<file path="config.mk">
export PLATFORM = sky130hd
export DESIGN_NAME = mcfu_core
export DESIGN_NICKNAME = d
export VERILOG_FILES = /design/src/pkg/mcfu_pkg.sv /design/src/hw/mcfu_core.sv /design/src/hw/mcfu_diag.sv
export SDC_FILE = /design/constraint.sdc
export NUM_CORES = 1
export LEC_CHECK = 0
export ABC_AREA = 1
export BUFFER_PORTS_ARGS = -buffer_cell sky130_fd_sc_hd__buf_2
export CAP_MARGIN = 15
export CORE_AREA = 2 2 177 179
export CTS_CLUSTER_DIAMETER = 40
export DETAILED_ROUTE_END_ITERATION = 10
export DIE_AREA = 0 0 179 181
export PLACE_DENSITY_LB_ADDON = 0.05
export SLEW_MARGIN = 20
export SYNTH_ARGS = -nofsm -noshare
export SYNTH_HDL_FRONTEND = slang
export SYNTH_SLANG_ARGS = --single-unit
export TNS_END_PERCENT = 100
</file>
<file path="constraint.sdc">
create_clock -name sys_clk -period 2.8 [get_ports sys_clk]
set_input_delay 0.42 -clock sys_clk [delete_from_list [all_inputs] [get_ports sys_clk]]
set_output_delay 0.42 -clock sys_clk [all_outputs]
set_load 0.01 [all_outputs]
</file>
<file path="src/pkg/mcfu_pkg.sv">
// shared constants and types of the microcore control flow unit
package mcfu_pkg;
	// register offsets as seen by the host
	localparam logic [8:0] OFS_CORE_CONTROL  = 9'h101;
	localparam logic [8:0] OFS_CORE_STATUS   = 9'h105;
	localparam logic [8:0] OFS_CORE0_ENTRY   = 9'h10A;
	localparam logic [8:0] OFS_CORE1_ENTRY   = 9'h10B;
	localparam logic [8:0] OFS_DIAG_ROUTINE  = 9'h10C;
	localparam logic [8:0] OFS_LS_DIAG_COMB  = 9'h141;
	localparam logic [8:0] OFS_HS_DIAG_COMB  = 9'h154;
	localparam logic [8:0] OFS_DIAG_ERROR    = 9'h162;
	localparam logic [8:0] OFS_OUT_ACCESS    = 9'h184;
	localparam logic [8:0] OFS_DRIVER_CONFIG = 9'h1C5;
	localparam logic [8:0] OFS_RESET_BEHAV   = 9'h1CE;
	localparam logic [8:0] OFS_DRIVER_STATE  = 9'h1D2;
	// operand fields
	localparam int ARG_BIT_IDX  = 0;  // 4-bit bit index
	localparam int ARG_BIT_VAL  = 4;  // level for bit ops
	localparam int ARG_RST_CTRL = 0;  // register reset group bits
	localparam int ARG_RST_STAT = 1;
	localparam int ARG_RST_ERR  = 2;
	localparam int ARG_RD_MASK  = 0;  // read mode bits
	localparam int ARG_RD_SWAP  = 1;
	localparam int ARG_IRET_RST = 1;  // clear queued interrupts
	localparam int DRVCFG_RET_BIT   = 0;  // return-condition bit
	localparam int RSTB_DRV_CLR_BIT = 0;  // driver_state_clear_on_read_bit
	// reset values
	localparam logic [15:0] RST_WORD = 16'h0000;
	localparam logic [9:0]  RST_PC   = 10'h000;
	// instruction codes
	typedef enum logic [4:0] {
		OP_NOP = 5'h00, OP_RSTSL = 5'h01, OP_STDRM = 5'h02, OP_SLAB = 5'h03,
		OP_STAB = 5'h04, OP_STF = 5'h05, OP_RSTREG = 5'h06, OP_STCRB = 5'h07,
		OP_STSRB = 5'h08, OP_STAL = 5'h09, OP_STCRT = 5'h0A, OP_ICONF = 5'h0B,
		OP_SLSA = 5'h0C, OP_WRSPI = 5'h0D, OP_RDSPI = 5'h0E, OP_PIN_DRIVE = 5'h0F,
		OP_ENDIAG = 5'h10, OP_ENDIAGA = 5'h11, OP_ENDIAGS = 5'h12, OP_DFSCT = 5'h13,
		OP_CALL = 5'h14, OP_RFS = 5'h15, OP_REQI = 5'h16, OP_IRET = 5'h17,
		OP_LDSD = 5'h18, OP_LDRX = 5'h19
	} mcfu_op_t;
	// automatic return behaviour
	typedef enum logic [1:0] {
		RET_RESUME = 2'h0, RET_RESTART = 2'h1, RET_IGNORE = 2'h3
	} mcfu_ret_t;
	// backdoor sequencer
	typedef enum logic [1:0] {
		BD_IDLE = 2'h0, BD_XFER = 2'h1
	} mcfu_bd_t;
endpackage

</file>
<file path="src/hw/mcfu_core.sv">
// microcore control, housekeeping and flow instruction unit
module mcfu_core #(
	parameter int NHS = 5,
	parameter int NLS = 6
) (
	// clock and reset
	input  wire logic        sys_clk,
	input  wire logic        nrst,
	// instruction slot
	input  wire logic        instr_valid,
	input  wire logic [4:0]  instr_op,
	input  wire logic [15:0] instr_arg,
	output logic             instr_ready,
	output logic [9:0]       program_counter,
	output logic             in_irq,
	output logic             start_latch_clr,
	// data RAM
	input  wire logic [15:0] alu_index,
	input  wire logic [9:0]  ram_offset,
	input  wire logic        ram_rd_en,
	input  wire logic [15:0] ram_rdata,
	output logic [9:0]       ram_addr,
	output logic [15:0]      ram_rd_value,
	// flags and core registers
	output logic [15:0]      flag_bus,
	output logic [15:0]      core_control,
	output logic [15:0]      core_status,
	output logic [15:0]      diagnosis_error,
	output logic             alu_saturate,
	// channel exchange
	input  wire logic [63:0] peer_exchange,
	output logic [15:0]      channel_exchange_register,
	output logic [15:0]      peer_read_value,
	// register backdoor
	input  wire logic        bd_locked,
	input  wire logic [15:0] bd_rdata,
	output logic [8:0]       bd_addr,
	output logic [15:0]      bd_data,
	output logic             bd_wr,
	output logic             bd_rd,
	output logic             host_interrupt_pin,
	// diagnosis
	input  wire logic [NHS-1:0] hs_vds_fbk,
	input  wire logic [NHS-1:0] hs_src_fbk,
	input  wire logic [NHS-1:0] hs_cmd,
	input  wire logic [NLS-1:0] ls_vds_fbk,
	input  wire logic [NLS-1:0] ls_cmd,
	input  wire logic [15:0] highside_diagnosis_combination,
	input  wire logic [15:0] lowside_diagnosis_combination,
	input  wire logic [15:0] output_access_grant,
	input  wire logic [9:0]  diagnosis_routine_address,
	input  wire logic [9:0]  core_entry_point,
	input  wire logic [9:0]  irq_vector,
	// driver supervision
	input  wire logic [15:0] driver_configuration,
	input  wire logic        drivers_enabled,
	input  wire logic [15:0] driver_state
);
	localparam int ND = NHS + NLS;
	// one bit of a word replaced
	function automatic logic [15:0] put_bit(input logic [15:0] w,
		input logic [3:0] idx, input logic val);
		logic [15:0] r;
		r = w;
		r[idx] = val;
		return r;
	endfunction
	// decoded slot
	wire                  accept = instr_valid & instr_ready;
	wire mcfu_pkg::mcfu_op_t op  = mcfu_pkg::mcfu_op_t'(instr_op);
	wire logic [3:0]      a_idx  = instr_arg[mcfu_pkg::ARG_BIT_IDX +: 4];
	wire                  a_val  = instr_arg[mcfu_pkg::ARG_BIT_VAL];
	wire logic            is_op[32];
	generate
		// driver counts that the enables and grants can hold
		if (NHS < 1 || NLS < 1 || NHS + NLS > 16) begin : g_chk
			$error("driver counts out of range");
		end
		for (genvar k = 0; k < 32; k++) begin : g_dec
			assign is_op[k] = accept & (op == mcfu_pkg::mcfu_op_t'(k));
		end
	endgenerate
	// state registers
	mcfu_pkg::mcfu_bd_t   bd_state;   // backdoor sequencer
	mcfu_pkg::mcfu_ret_t  ret_mode;   // auto return behaviour
	logic                 rd_mask;    // reads masked
	logic                 rd_swap;    // reads byte-swapped
	logic                 base_sel;   // 1: index register base
	logic [9:0]           add_base;   // data RAM base
	logic [1:0]           chan_sel;   // peer being accessed
	logic                 bd_is_rd;   // current backdoor kind
	logic [ND-1:0]        diag_en;    // monitor enables
	logic [ND-1:0]        shortcut;   // pre-driver shortcuts
	logic [ND-1:0]        diag_hit;   // matched drivers
	logic [9:0]           aux;        // subroutine return
	logic                 sub_active; // inside a subroutine
	logic [9:0]           iret_pc;    // interrupt return
	logic [2:0]           pend;       // diag, driver, software
	logic                 en_prev;    // drivers_enabled delayed
	logic                 ds_prev;    // driver state busy delayed
	wire logic [ND-1:0] active = diag_en & output_access_grant[ND-1:0];
	mcfu_diag #(.NHS(NHS), .NLS(NLS)) u_diag (
		.sys_clk    (sys_clk),
		.nrst       (nrst),
		.hs_vds_fbk (hs_vds_fbk),
		.hs_src_fbk (hs_src_fbk),
		.hs_cmd     (hs_cmd),
		.ls_vds_fbk (ls_vds_fbk),
		.ls_cmd     (ls_cmd),
		.hs_comb    (highside_diagnosis_combination),
		.ls_comb    (lowside_diagnosis_combination),
		.active     (active),
		.hit        (diag_hit)
	);
	// interrupt events and selection
	wire       ds_busy  = |driver_state;
	wire       rc_bit   = driver_configuration[mcfu_pkg::DRVCFG_RET_BIT];
	wire logic [2:0] ev = {is_op[mcfu_pkg::OP_REQI], ds_busy & ~ds_prev, |diag_hit};
	wire logic [2:0] want = pend | ev;
	wire       take     = ~in_irq & |want;
	wire logic [2:0] grant = want[0] ? 3'h1 : (want[1] ? 3'h2 : 3'h4);
	wire       ret_cond = rc_bit ? (ds_prev & ~ds_busy) : (drivers_enabled & ~en_prev);
	wire       auto_ret = in_irq & ret_cond & (ret_mode != mcfu_pkg::RET_IGNORE);
	wire       do_iret  = in_irq & is_op[mcfu_pkg::OP_IRET];
	wire       leave    = auto_ret | do_iret;
	wire       q_clr    = do_iret & instr_arg[mcfu_pkg::ARG_IRET_RST];
	// sequential pc after the slot
	wire logic [9:0] pc_inc = program_counter + 10'h001;
	logic [9:0] seq_pc;
	always_comb begin
		seq_pc = program_counter;
		if (accept) begin
			seq_pc = pc_inc;
			if (op == mcfu_pkg::OP_CALL && !sub_active) seq_pc = instr_arg[9:0];
			if (op == mcfu_pkg::OP_RFS && sub_active) seq_pc = aux + 10'h001;
		end
	end
	// pc selection: entry, return, sequence
	logic [9:0] next_pc;
	always_comb begin
		next_pc = seq_pc;
		if (take) begin
			next_pc = grant[0] ? diagnosis_routine_address : irq_vector;
		end else if (leave) begin
			next_pc = (ret_mode == mcfu_pkg::RET_RESTART) ? core_entry_point : iret_pc;
		end
	end
	// indexed address base
	wire logic [9:0] next_ram_addr = (base_sel ? alu_index[9:0] : add_base) + ram_offset;
	// read shaping
	wire logic [15:0] shaped = rd_mask ? mcfu_pkg::RST_WORD :
		(rd_swap ? {ram_rdata[7:0], ram_rdata[15:8]} : ram_rdata);
	wire logic [15:0] peer_pick = peer_exchange[{chan_sel, 4'h0} +: 16];
	// backdoor sequencer next state
	wire bd_go = is_op[mcfu_pkg::OP_WRSPI] | is_op[mcfu_pkg::OP_RDSPI];
	mcfu_pkg::mcfu_bd_t next_bd;
	always_comb begin
		case (bd_state)
			mcfu_pkg::BD_IDLE: next_bd = bd_go ? mcfu_pkg::BD_XFER : mcfu_pkg::BD_IDLE;
			mcfu_pkg::BD_XFER: next_bd = mcfu_pkg::BD_IDLE;
			default:           next_bd = mcfu_pkg::BD_IDLE;
		endcase
	end
	// flow state
	always_ff @(posedge sys_clk or negedge nrst) begin
		if (!nrst) begin
			program_counter <= mcfu_pkg::RST_PC;
			aux             <= mcfu_pkg::RST_PC;
			sub_active      <= 1'b0;
			iret_pc         <= mcfu_pkg::RST_PC;
			in_irq          <= 1'b0;
			pend            <= 3'h0;
			en_prev         <= 1'b1; // idle level: drivers enabled, no false rise
			ds_prev         <= 1'b0;
		end else begin
			program_counter <= next_pc;
			en_prev         <= drivers_enabled;
			ds_prev         <= ds_busy;
			if (is_op[mcfu_pkg::OP_CALL] && !sub_active) begin
				aux        <= program_counter;
				sub_active <= 1'b1;
			end else if (is_op[mcfu_pkg::OP_RFS]) begin
				sub_active <= 1'b0;
			end
			if (take) iret_pc <= seq_pc;
			if (take) in_irq <= 1'b1;
			else if (leave) in_irq <= 1'b0;
			// queue: new events win over clearing
			pend <= ((q_clr ? 3'h0 : pend) | ev) & ~(take ? grant : 3'h0);
		end
	end
	// data RAM and flag state
	always_ff @(posedge sys_clk or negedge nrst) begin
		if (!nrst) begin
			rd_mask      <= 1'b0;
			rd_swap      <= 1'b0;
			base_sel     <= 1'b0;
			add_base     <= mcfu_pkg::RST_PC;
			ram_addr     <= mcfu_pkg::RST_PC;
			ram_rd_value <= mcfu_pkg::RST_WORD;
			flag_bus     <= mcfu_pkg::RST_WORD;
		end else begin
			if (is_op[mcfu_pkg::OP_STDRM]) begin
				rd_mask <= instr_arg[mcfu_pkg::ARG_RD_MASK];
				rd_swap <= instr_arg[mcfu_pkg::ARG_RD_SWAP];
			end
			if (ram_rd_en) ram_rd_value <= shaped;
			if (is_op[mcfu_pkg::OP_SLAB]) base_sel <= a_val;
			if (is_op[mcfu_pkg::OP_STAB]) add_base <= instr_arg[9:0];
			ram_addr <= next_ram_addr;
			if (is_op[mcfu_pkg::OP_STF]) flag_bus <= put_bit(flag_bus, a_idx, a_val);
		end
	end
	// core registers, diagnosis errors, configuration
	always_ff @(posedge sys_clk or negedge nrst) begin
		if (!nrst) begin
			core_control    <= mcfu_pkg::RST_WORD;
			core_status     <= mcfu_pkg::RST_WORD;
			diagnosis_error <= mcfu_pkg::RST_WORD;
			alu_saturate    <= 1'b0;
			start_latch_clr <= 1'b0;
			ret_mode        <= mcfu_pkg::RET_RESUME;
			host_interrupt_pin <= 1'b0;
		end else begin
			start_latch_clr <= is_op[mcfu_pkg::OP_RSTSL];
			if (is_op[mcfu_pkg::OP_RSTREG] && instr_arg[mcfu_pkg::ARG_RST_CTRL])
				core_control <= mcfu_pkg::RST_WORD;
			else if (is_op[mcfu_pkg::OP_STCRB])
				core_control <= put_bit(core_control, a_idx, a_val);
			if (is_op[mcfu_pkg::OP_RSTREG] && instr_arg[mcfu_pkg::ARG_RST_STAT])
				core_status <= mcfu_pkg::RST_WORD;
			else if (is_op[mcfu_pkg::OP_STSRB])
				core_status <= put_bit(core_status, a_idx, a_val);
			// errors: new hits win over reset
			diagnosis_error <= ((is_op[mcfu_pkg::OP_RSTREG] &&
				instr_arg[mcfu_pkg::ARG_RST_ERR]) ? mcfu_pkg::RST_WORD : diagnosis_error)
				| 16'(diag_hit);
			if (is_op[mcfu_pkg::OP_STAL]) alu_saturate <= a_val;
			if (is_op[mcfu_pkg::OP_ICONF]) ret_mode <= mcfu_pkg::mcfu_ret_t'(instr_arg[1:0]);
			if (is_op[mcfu_pkg::OP_PIN_DRIVE]) host_interrupt_pin <= a_val;
		end
	end
	// channel exchange and diagnosis enables
	always_ff @(posedge sys_clk or negedge nrst) begin
		if (!nrst) begin
			channel_exchange_register <= mcfu_pkg::RST_WORD;
			peer_read_value <= mcfu_pkg::RST_WORD;
			chan_sel        <= 2'h0;
			diag_en         <= '0;
			shortcut        <= '0;
		end else begin
			if (is_op[mcfu_pkg::OP_LDRX]) channel_exchange_register <= instr_arg;
			if (is_op[mcfu_pkg::OP_STCRT]) chan_sel <= instr_arg[1:0];
			peer_read_value <= peer_pick;
			if (is_op[mcfu_pkg::OP_DFSCT]) shortcut <= instr_arg[ND-1:0];
			if (is_op[mcfu_pkg::OP_ENDIAG]) diag_en[a_idx] <= a_val;
			else if (is_op[mcfu_pkg::OP_ENDIAGA]) diag_en <= {ND{a_val}};
			else if (is_op[mcfu_pkg::OP_ENDIAGS])
				diag_en <= a_val ? (diag_en | shortcut) : (diag_en & ~shortcut);
		end
	end
	// backdoor transfer
	always_ff @(posedge sys_clk or negedge nrst) begin
		if (!nrst) begin
			bd_state    <= mcfu_pkg::BD_IDLE;
			bd_is_rd    <= 1'b0;
			bd_addr     <= 9'h000;
			bd_data     <= mcfu_pkg::RST_WORD;
			bd_wr       <= 1'b0;
			bd_rd       <= 1'b0;
			instr_ready <= 1'b1;
		end else begin
			bd_state    <= next_bd;
			instr_ready <= next_bd == mcfu_pkg::BD_IDLE;
			if (is_op[mcfu_pkg::OP_SLSA]) bd_addr <= instr_arg[8:0];
			if (bd_go) bd_is_rd <= is_op[mcfu_pkg::OP_RDSPI];
			bd_wr <= is_op[mcfu_pkg::OP_WRSPI] & ~bd_locked;
			bd_rd <= is_op[mcfu_pkg::OP_RDSPI] & ~bd_locked;
			if (is_op[mcfu_pkg::OP_LDSD]) bd_data <= instr_arg;
			else if (bd_state == mcfu_pkg::BD_XFER && bd_is_rd && bd_rd) bd_data <= bd_rdata;
		end
	end
endmodule

</file>
<file path="src/hw/mcfu_diag.sv">
// per-driver diagnosis pattern match
module mcfu_diag #(
	parameter int NHS = 5,
	parameter int NLS = 6
) (
	// clock and reset
	input  wire logic                 sys_clk,
	input  wire logic                 nrst,
	// driver feedback
	input  wire logic [NHS-1:0]       hs_vds_fbk,
	input  wire logic [NHS-1:0]       hs_src_fbk,
	input  wire logic [NHS-1:0]       hs_cmd,
	input  wire logic [NLS-1:0]       ls_vds_fbk,
	input  wire logic [NLS-1:0]       ls_cmd,
	// combination patterns: low bits value, next bits care
	input  wire logic [15:0]          hs_comb,
	input  wire logic [15:0]          ls_comb,
	// effective enables
	input  wire logic [NHS+NLS-1:0]   active,
	// matched drivers
	output logic      [NHS+NLS-1:0]   hit
);
	logic [NHS+NLS-1:0] next_hit; // combinational match
	generate
		if (NHS + NLS > 16) begin : g_chk
			$error("too many drivers");
		end
		// high side: vds, src, cmd
		for (genvar i = 0; i < NHS; i++) begin : g_hs
			assign next_hit[i] = active[i] &
				(({hs_vds_fbk[i], hs_src_fbk[i], hs_cmd[i]} ^ hs_comb[2:0])
				& hs_comb[5:3]) == 3'h0;
		end
		// low side: vds, cmd
		for (genvar j = 0; j < NLS; j++) begin : g_ls
			assign next_hit[NHS+j] = active[NHS+j] &
				(({ls_vds_fbk[j], ls_cmd[j]} ^ ls_comb[1:0]) & ls_comb[3:2]) == 2'h0;
		end
	endgenerate
	// registered match
	always_ff @(posedge sys_clk or negedge nrst) begin
		if (!nrst) hit <= '0;
		else hit <= next_hit;
	end
endmodule

</file>
== Word level (Yosys, flattened, before mapping) ==
Index checks and enable logic that the tools add are counted.
W data, S select, Z words.

* Output and inout port bits: 164
* Input port bits: 286
* Register bits after elaboration: 243
* Word-level logic and storage cells: 224

* Add/subtract/negate cells: 3
* Reductions and logical operators: 32
* Muxes and demuxes: 38
* Shift-type cells: 1
* $lt $le $gt $ge: 2
* Bitwise gates (word level): 85
* Eq/ne operators: 28

{| class="wikitable"
|+ Operators with widths
! kind !! count
|-
| $mux W16 || 9
|-
| $mux W10 || 8
|-
| $shiftx A64 B7 Y16 || 1
|-
| $eq A5 B5 Y1 const B || 10
|-
| $bwmux W16 || 3
|-
| $and A1 B1 Y1 || 47
|-
| $mux W11 || 4
|-
| $eq A5 B4 Y1 const B || 8
|-
| $and A11 B11 Y11 || 2
|-
| $add A10 B1 Y10 const B || 2
|-
| $eq A5 B3 Y1 const B || 4
|-
| $and A3 B3 Y3 || 6
|-
| $logic_not A2 Y1 || 8
|-
| $or A16 B11 Y16 || 1
|-
| $reduce_or A16 Y1 || 1
|-
| $logic_not A3 Y1 || 5
|-
| $xor A3 B3 Y3 || 5
|-
| $and A2 B2 Y2 || 6
|-
| $mux W3 || 4
|-
| $xor A2 B2 Y2 || 6
|-
| $bwmux W11 || 1
|-
| $not A11 Y11 || 1
|-
| $or A11 B11 Y11 || 1
|-
| $reduce_or A11 Y1 || 1
|-
| 18 further kinds || 45
|}

== Logic depth before layout (Yosys ltp) ==
* Word-level depth: 9
* Gate-level depth with buffers: 13
* Gate-level depth less buffers: 13

== Hierarchy ==
From an unflattened synthesis, not the netlist that was laid out.

* Cell total of the unflattened synthesis: 1608
* Area total of the unflattened synthesis: 12269.3 um2

{| class="wikitable"
|+ Modules (own cells, without submodules)
! module !! cells an instance !! area an instance (um2) !! sequential area each (um2) !! times used
|-
| mcfu_core || 1463 || 11442.2 || 5657.9 || 1
|-
| mcfu_diag || 145 || 827.0 || 275.3 || 1
|}

== Worst setup path after synthesis ==
No wires, ideal clock.

* Path kind: register -> register
* Start: register base_sel
* End: register ram_addr[6]
* Library setup time: 0.123 ns
* Path buffers: 1
* Path slack: 0.646 ns
* Period minus slack after synthesis: 2.154 ns
* Stages on the path, launching flop included: 12
* Data required time: 2.677 ns
* Arrival: 2.030 ns
* Cell sequence: dfrtp_1 clkbuf_1 nand2_1 nand2_1 ha_1 inv_1 fa_1 o21ai_0 a21oi_1 nor2_1 nor2_1 xnor2_1

* Cells in the longest elaborated chain, start to end: 2

{| class="wikitable"
|+ RTL lines
! item !! RTL line !! text
|-
| start: declaration || mcfu_core.sv:88 || <nowiki>logic base_sel;</nowiki>
|-
| start signal: assignment || mcfu_core.sv:208 || <nowiki>if (is_op[mcfu_pkg::OP_SLAB]) base_sel <= a_val;</nowiki>
|-
| $mux W10 || mcfu_core.sv:149 || <nowiki>wire logic [9:0] next_ram_addr = (base_sel ? alu_index[9:0] : add_base) + ram_offset;</nowiki>
|-
| $add A10 B10 Y10 || mcfu_core.sv:149 ||
|-
| net next_ram_addr[6] || mcfu_core.sv:149 ||
|-
| end signal: assignment || mcfu_core.sv:199 || <nowiki>ram_addr <= mcfu_pkg::RST_PC;</nowiki>
|-
| end signal: assignment || mcfu_core.sv:210 || <nowiki>ram_addr <= next_ram_addr;</nowiki>
|-
| end: declaration || mcfu_core.sv:22 || <nowiki>output logic [9:0] ram_addr,</nowiki>
|}

The timed path passes the listed nets, and every way through them passes these cells.
A chain may end at the register's enable or synchronous reset.

== Worst setup path in the final report ==
Same ends and word-level chain as after synthesis.

==> metrics <==
outcome completed; post-route design area 15900 um2; later-pin clock latency in the skew report 0.52 ns; area of the die 32400 um2; DRT antenna net count 0; Critical Path, Cell by Cell clkinv_1, nand2_1, nand2_1, ha_1, inv_1, fa_1, o21ai_0, a21oi_1, nor2_1, nor2_1, xnor2_1; routability congestion estimate from global placement 0.924; via count of the first global-routing pass 11257; yosys warns 0; final wirelength 40900 um; final layout net count 2220; master of the slowest instance on the critical path sky130_fd_sc_hd__fa_1; I/O pin total 450; initial cell density of the core 39.8%; ys async rst share 100%; most used cells in the layout excluding fill and tap cells sky130_fd_sc_hd__buf_2, sky130_fd_sc_hd__nand2_1, sky130_fd_sc_hd__dfrtp_1; CTS tree built; fraction of the cycle the final worst path needs 83.0%; sequential area share after synthesis 49.2%; count of different cell masters after synthesis 50; CTS H-Tree Depth 2; min cycle time layout 2.33 ns; depth of the worst register-to-register path 11; Core Util, Final 52.3%; # DRC 0; maximum achievable frequency 430 MHz; largest net degree at the start of global routing 69; total global routing overflow 0; final hold violation count 0; Die Y 181 um; antenna violations before repair 5; arrival time at the worst endpoint 2.71 ns; power per cell area 819 nW/um2; Fin Clk Skew 0.0129 ns; number of sinks handled by clock tree synthesis 237; commonest non-fill, non-tap cell in the layout sky130_fd_sc_hd__buf_2; DR vias 11796; combined area of all synthesized cells 12100 um2; width of the die 179 um; clock-pin transition on the worst setup and hold timing paths 0.05 ns; Post-synth EDFFs 0; Power Total 0.0130 W; global-route wire length before repair 62600 um; iteration count of the initial detailed-routing pass 6; startpoint-to-endpoint class of the critical path reg -> reg; overall routing resource usage 24.9%; number of gates given a new drive strength after cts 0; Setup TNS 0 ns; average footprint of a synthesized cell 7.91 um2; Cells after Synth 1525; Area Overhead vs Synth 31.4%; Rel. slew slack 42.0%; largest stage delay on the critical path 0.43 ns; TritonCTS buffer count 42; cell chosen for the clock root sky130_fd_sc_hd__clkbuf_16; largest voltage drop on the vdd net 0.396 mV; CP endpoint kind flop; Via-to-Cell Ratio 5.01; Detailed Route Iter0 Violations 638; max-slew violation total from the final report 0; Final setup violation count 0; DPL Wire Length 30500 um; Most used DFF post-synth sky130_fd_sc_hd__dfrtp_1; unrepaired setup endpoints after global routing no; largest fanout on the critical path 10; Hold Path Stages 2; cell area after placement 14400 um2; Hold WC Path Type in -> reg; number of buffers on the longest clock path 3; IO buf count 396; actual transition at the worst max-transition pin 0.869 ns; Pleak 8.30 nW; Synth Register Bits 237; fraction of layout instances using a drive strength above 1 27.2%; Maximum Capacitance Violations 0; startpoint types flop; row cnt 64; required time at the endpoint of the critical path 3.19 ns; area of the core region 30300 um2; reg2reg setup slack 0.47 ns; Routed WL per cell 17.4 um
==> per-stage QoR <==
| stage | hold WS, ns | instances | setup WS [ns] |
|---|---|---|---|
| after global routing | 0.0763 | 2351 | 0.239 |
| after floorplan | 0.124 | 1529 | 0.646 |
| after detailed placement | 0.412 | 2272 | 0.500 |
| final | 0.0914 | 2354 | 0.475 |
| after global placement | 0.414 | 2272 | 0.530 |
| after CTS | 0.0609 | 2349 | 0.485 |
==> synthesized netlist by cell type (all sizes together) (4+ instances only) <==
| cell type | instances | area [um2] |
|---|---|---|
| nand4 | 10 | 62.6 |
| ha | 11 | 138 |
| dfrtp | 235 | 5880 |
| buf | 31 | 210 |
| nor3 | 4 | 20.0 |
| nor2 | 173 | 707 |
| nand3 | 81 | 418 |
| a31oi | 17 | 106 |
| clkbuf | 43 | 163 |
| o21ai | 209 | 1050 |
| nand2 | 360 | 1370 |
| xnor2 | 5 | 43.8 |
| o31ai | 10 | 75.1 |
| inv | 137 | 517 |
| a21oi | 97 | 489 |
| xor2 | 8 | 70.1 |
| o22ai | 17 | 106 |
| o21bai | 8 | 60.1 |
| clkinv | 5 | 18.8 |
| o211ai | 40 | 310 |
==> critical path: cells and delay by family, from the launching register on <==
| family | cells | cell delay, ns |
|---|---|---|
| DFF | 1 | 0.40 |
| adders and majority gates | 2 | 0.61 |
| AOI/OAI and AO/OA | 2 | 0.53 |
| xor gates and xnor gates | 1 | 0.12 |
| and+or+nand+nor | 4 | 0.30 |
| buffers and inverters | 2 | 0.23 |
==> logic make-up after synthesis <==
logic type / synth area share [%]
buffers and inverters: 7.53
flip-flops: 49.2
AND/OR/NAND/NOR: 21.7
XOR/XNOR: 0.943
other: 0.0311
multiplexers: 0.384
AO/OA/AOI/OAI: 18.9
adder cells (fa/ha/maj): 1.31
==> per-layer routing <==
layer / track usage, % / up-vias / wire (um)
met2: 38.7 / 383 / 18300
met1: 34.1 / 5466 / 18600
li1: - / 5875 / -
met5: 0 / - / 0
met3: 6.08 / 72 / 2990
met4: 7.84 / 0 / 1060
==> report_power, final <==
part           switching (W)  internal, W
sequential          0.000504      0.00414
clock                0.00175      0.00333
combinational        0.00200      0.00126
==> final timing paths <==
check / start / end
max: base_sel / ram_addr[6]
min: bd_locked / bd_rd
max reg2reg: base_sel / ram_addr[6]
min reg2reg: u_diag.hit[2] / diagnosis_error[2]
max in group asynchronous: nrst / core_status[15]
min in group asynchronous: nrst / u_diag.hit[8]
==> flip-flops by register name, indices dropped and copies added, names as in the netlist, 2 cells and up, named ones only <==
signal / flops
core_control: 16
program_counter: 10
peer_read_value: 16
core_status: 16
aux: 10
flag_bus: 16
bd_addr: 9
iret_pc: 10
ram_rd_value: 16
channel_exchange_register: 16
add_base: 10
shortcut: 11
pend: 3
diagnosis_error: 11
ret_mode: 2
chan_sel: 2
ram_addr: 10
u_diag.hit: 11
bd_data: 16
==> final cells by class <==
cell class                 count  area (um2)
antenna                        5        12.5
clock buffer                  51        1130
clock inverter                24         283
fill                        2952       14500
inverter                     142         536
multi-input combinational   1076        5250
sequential                   237        5930
tap                          396         495
timing repair buffer         423        2220
==> repair_timing <==
action	CTS	global route
endpoints found under the setup margin	0	0
hold endpoints to repair	65	0
buffers inserted	0	0
hold buffers	2	0
Power figures use the tool's default switching activity.
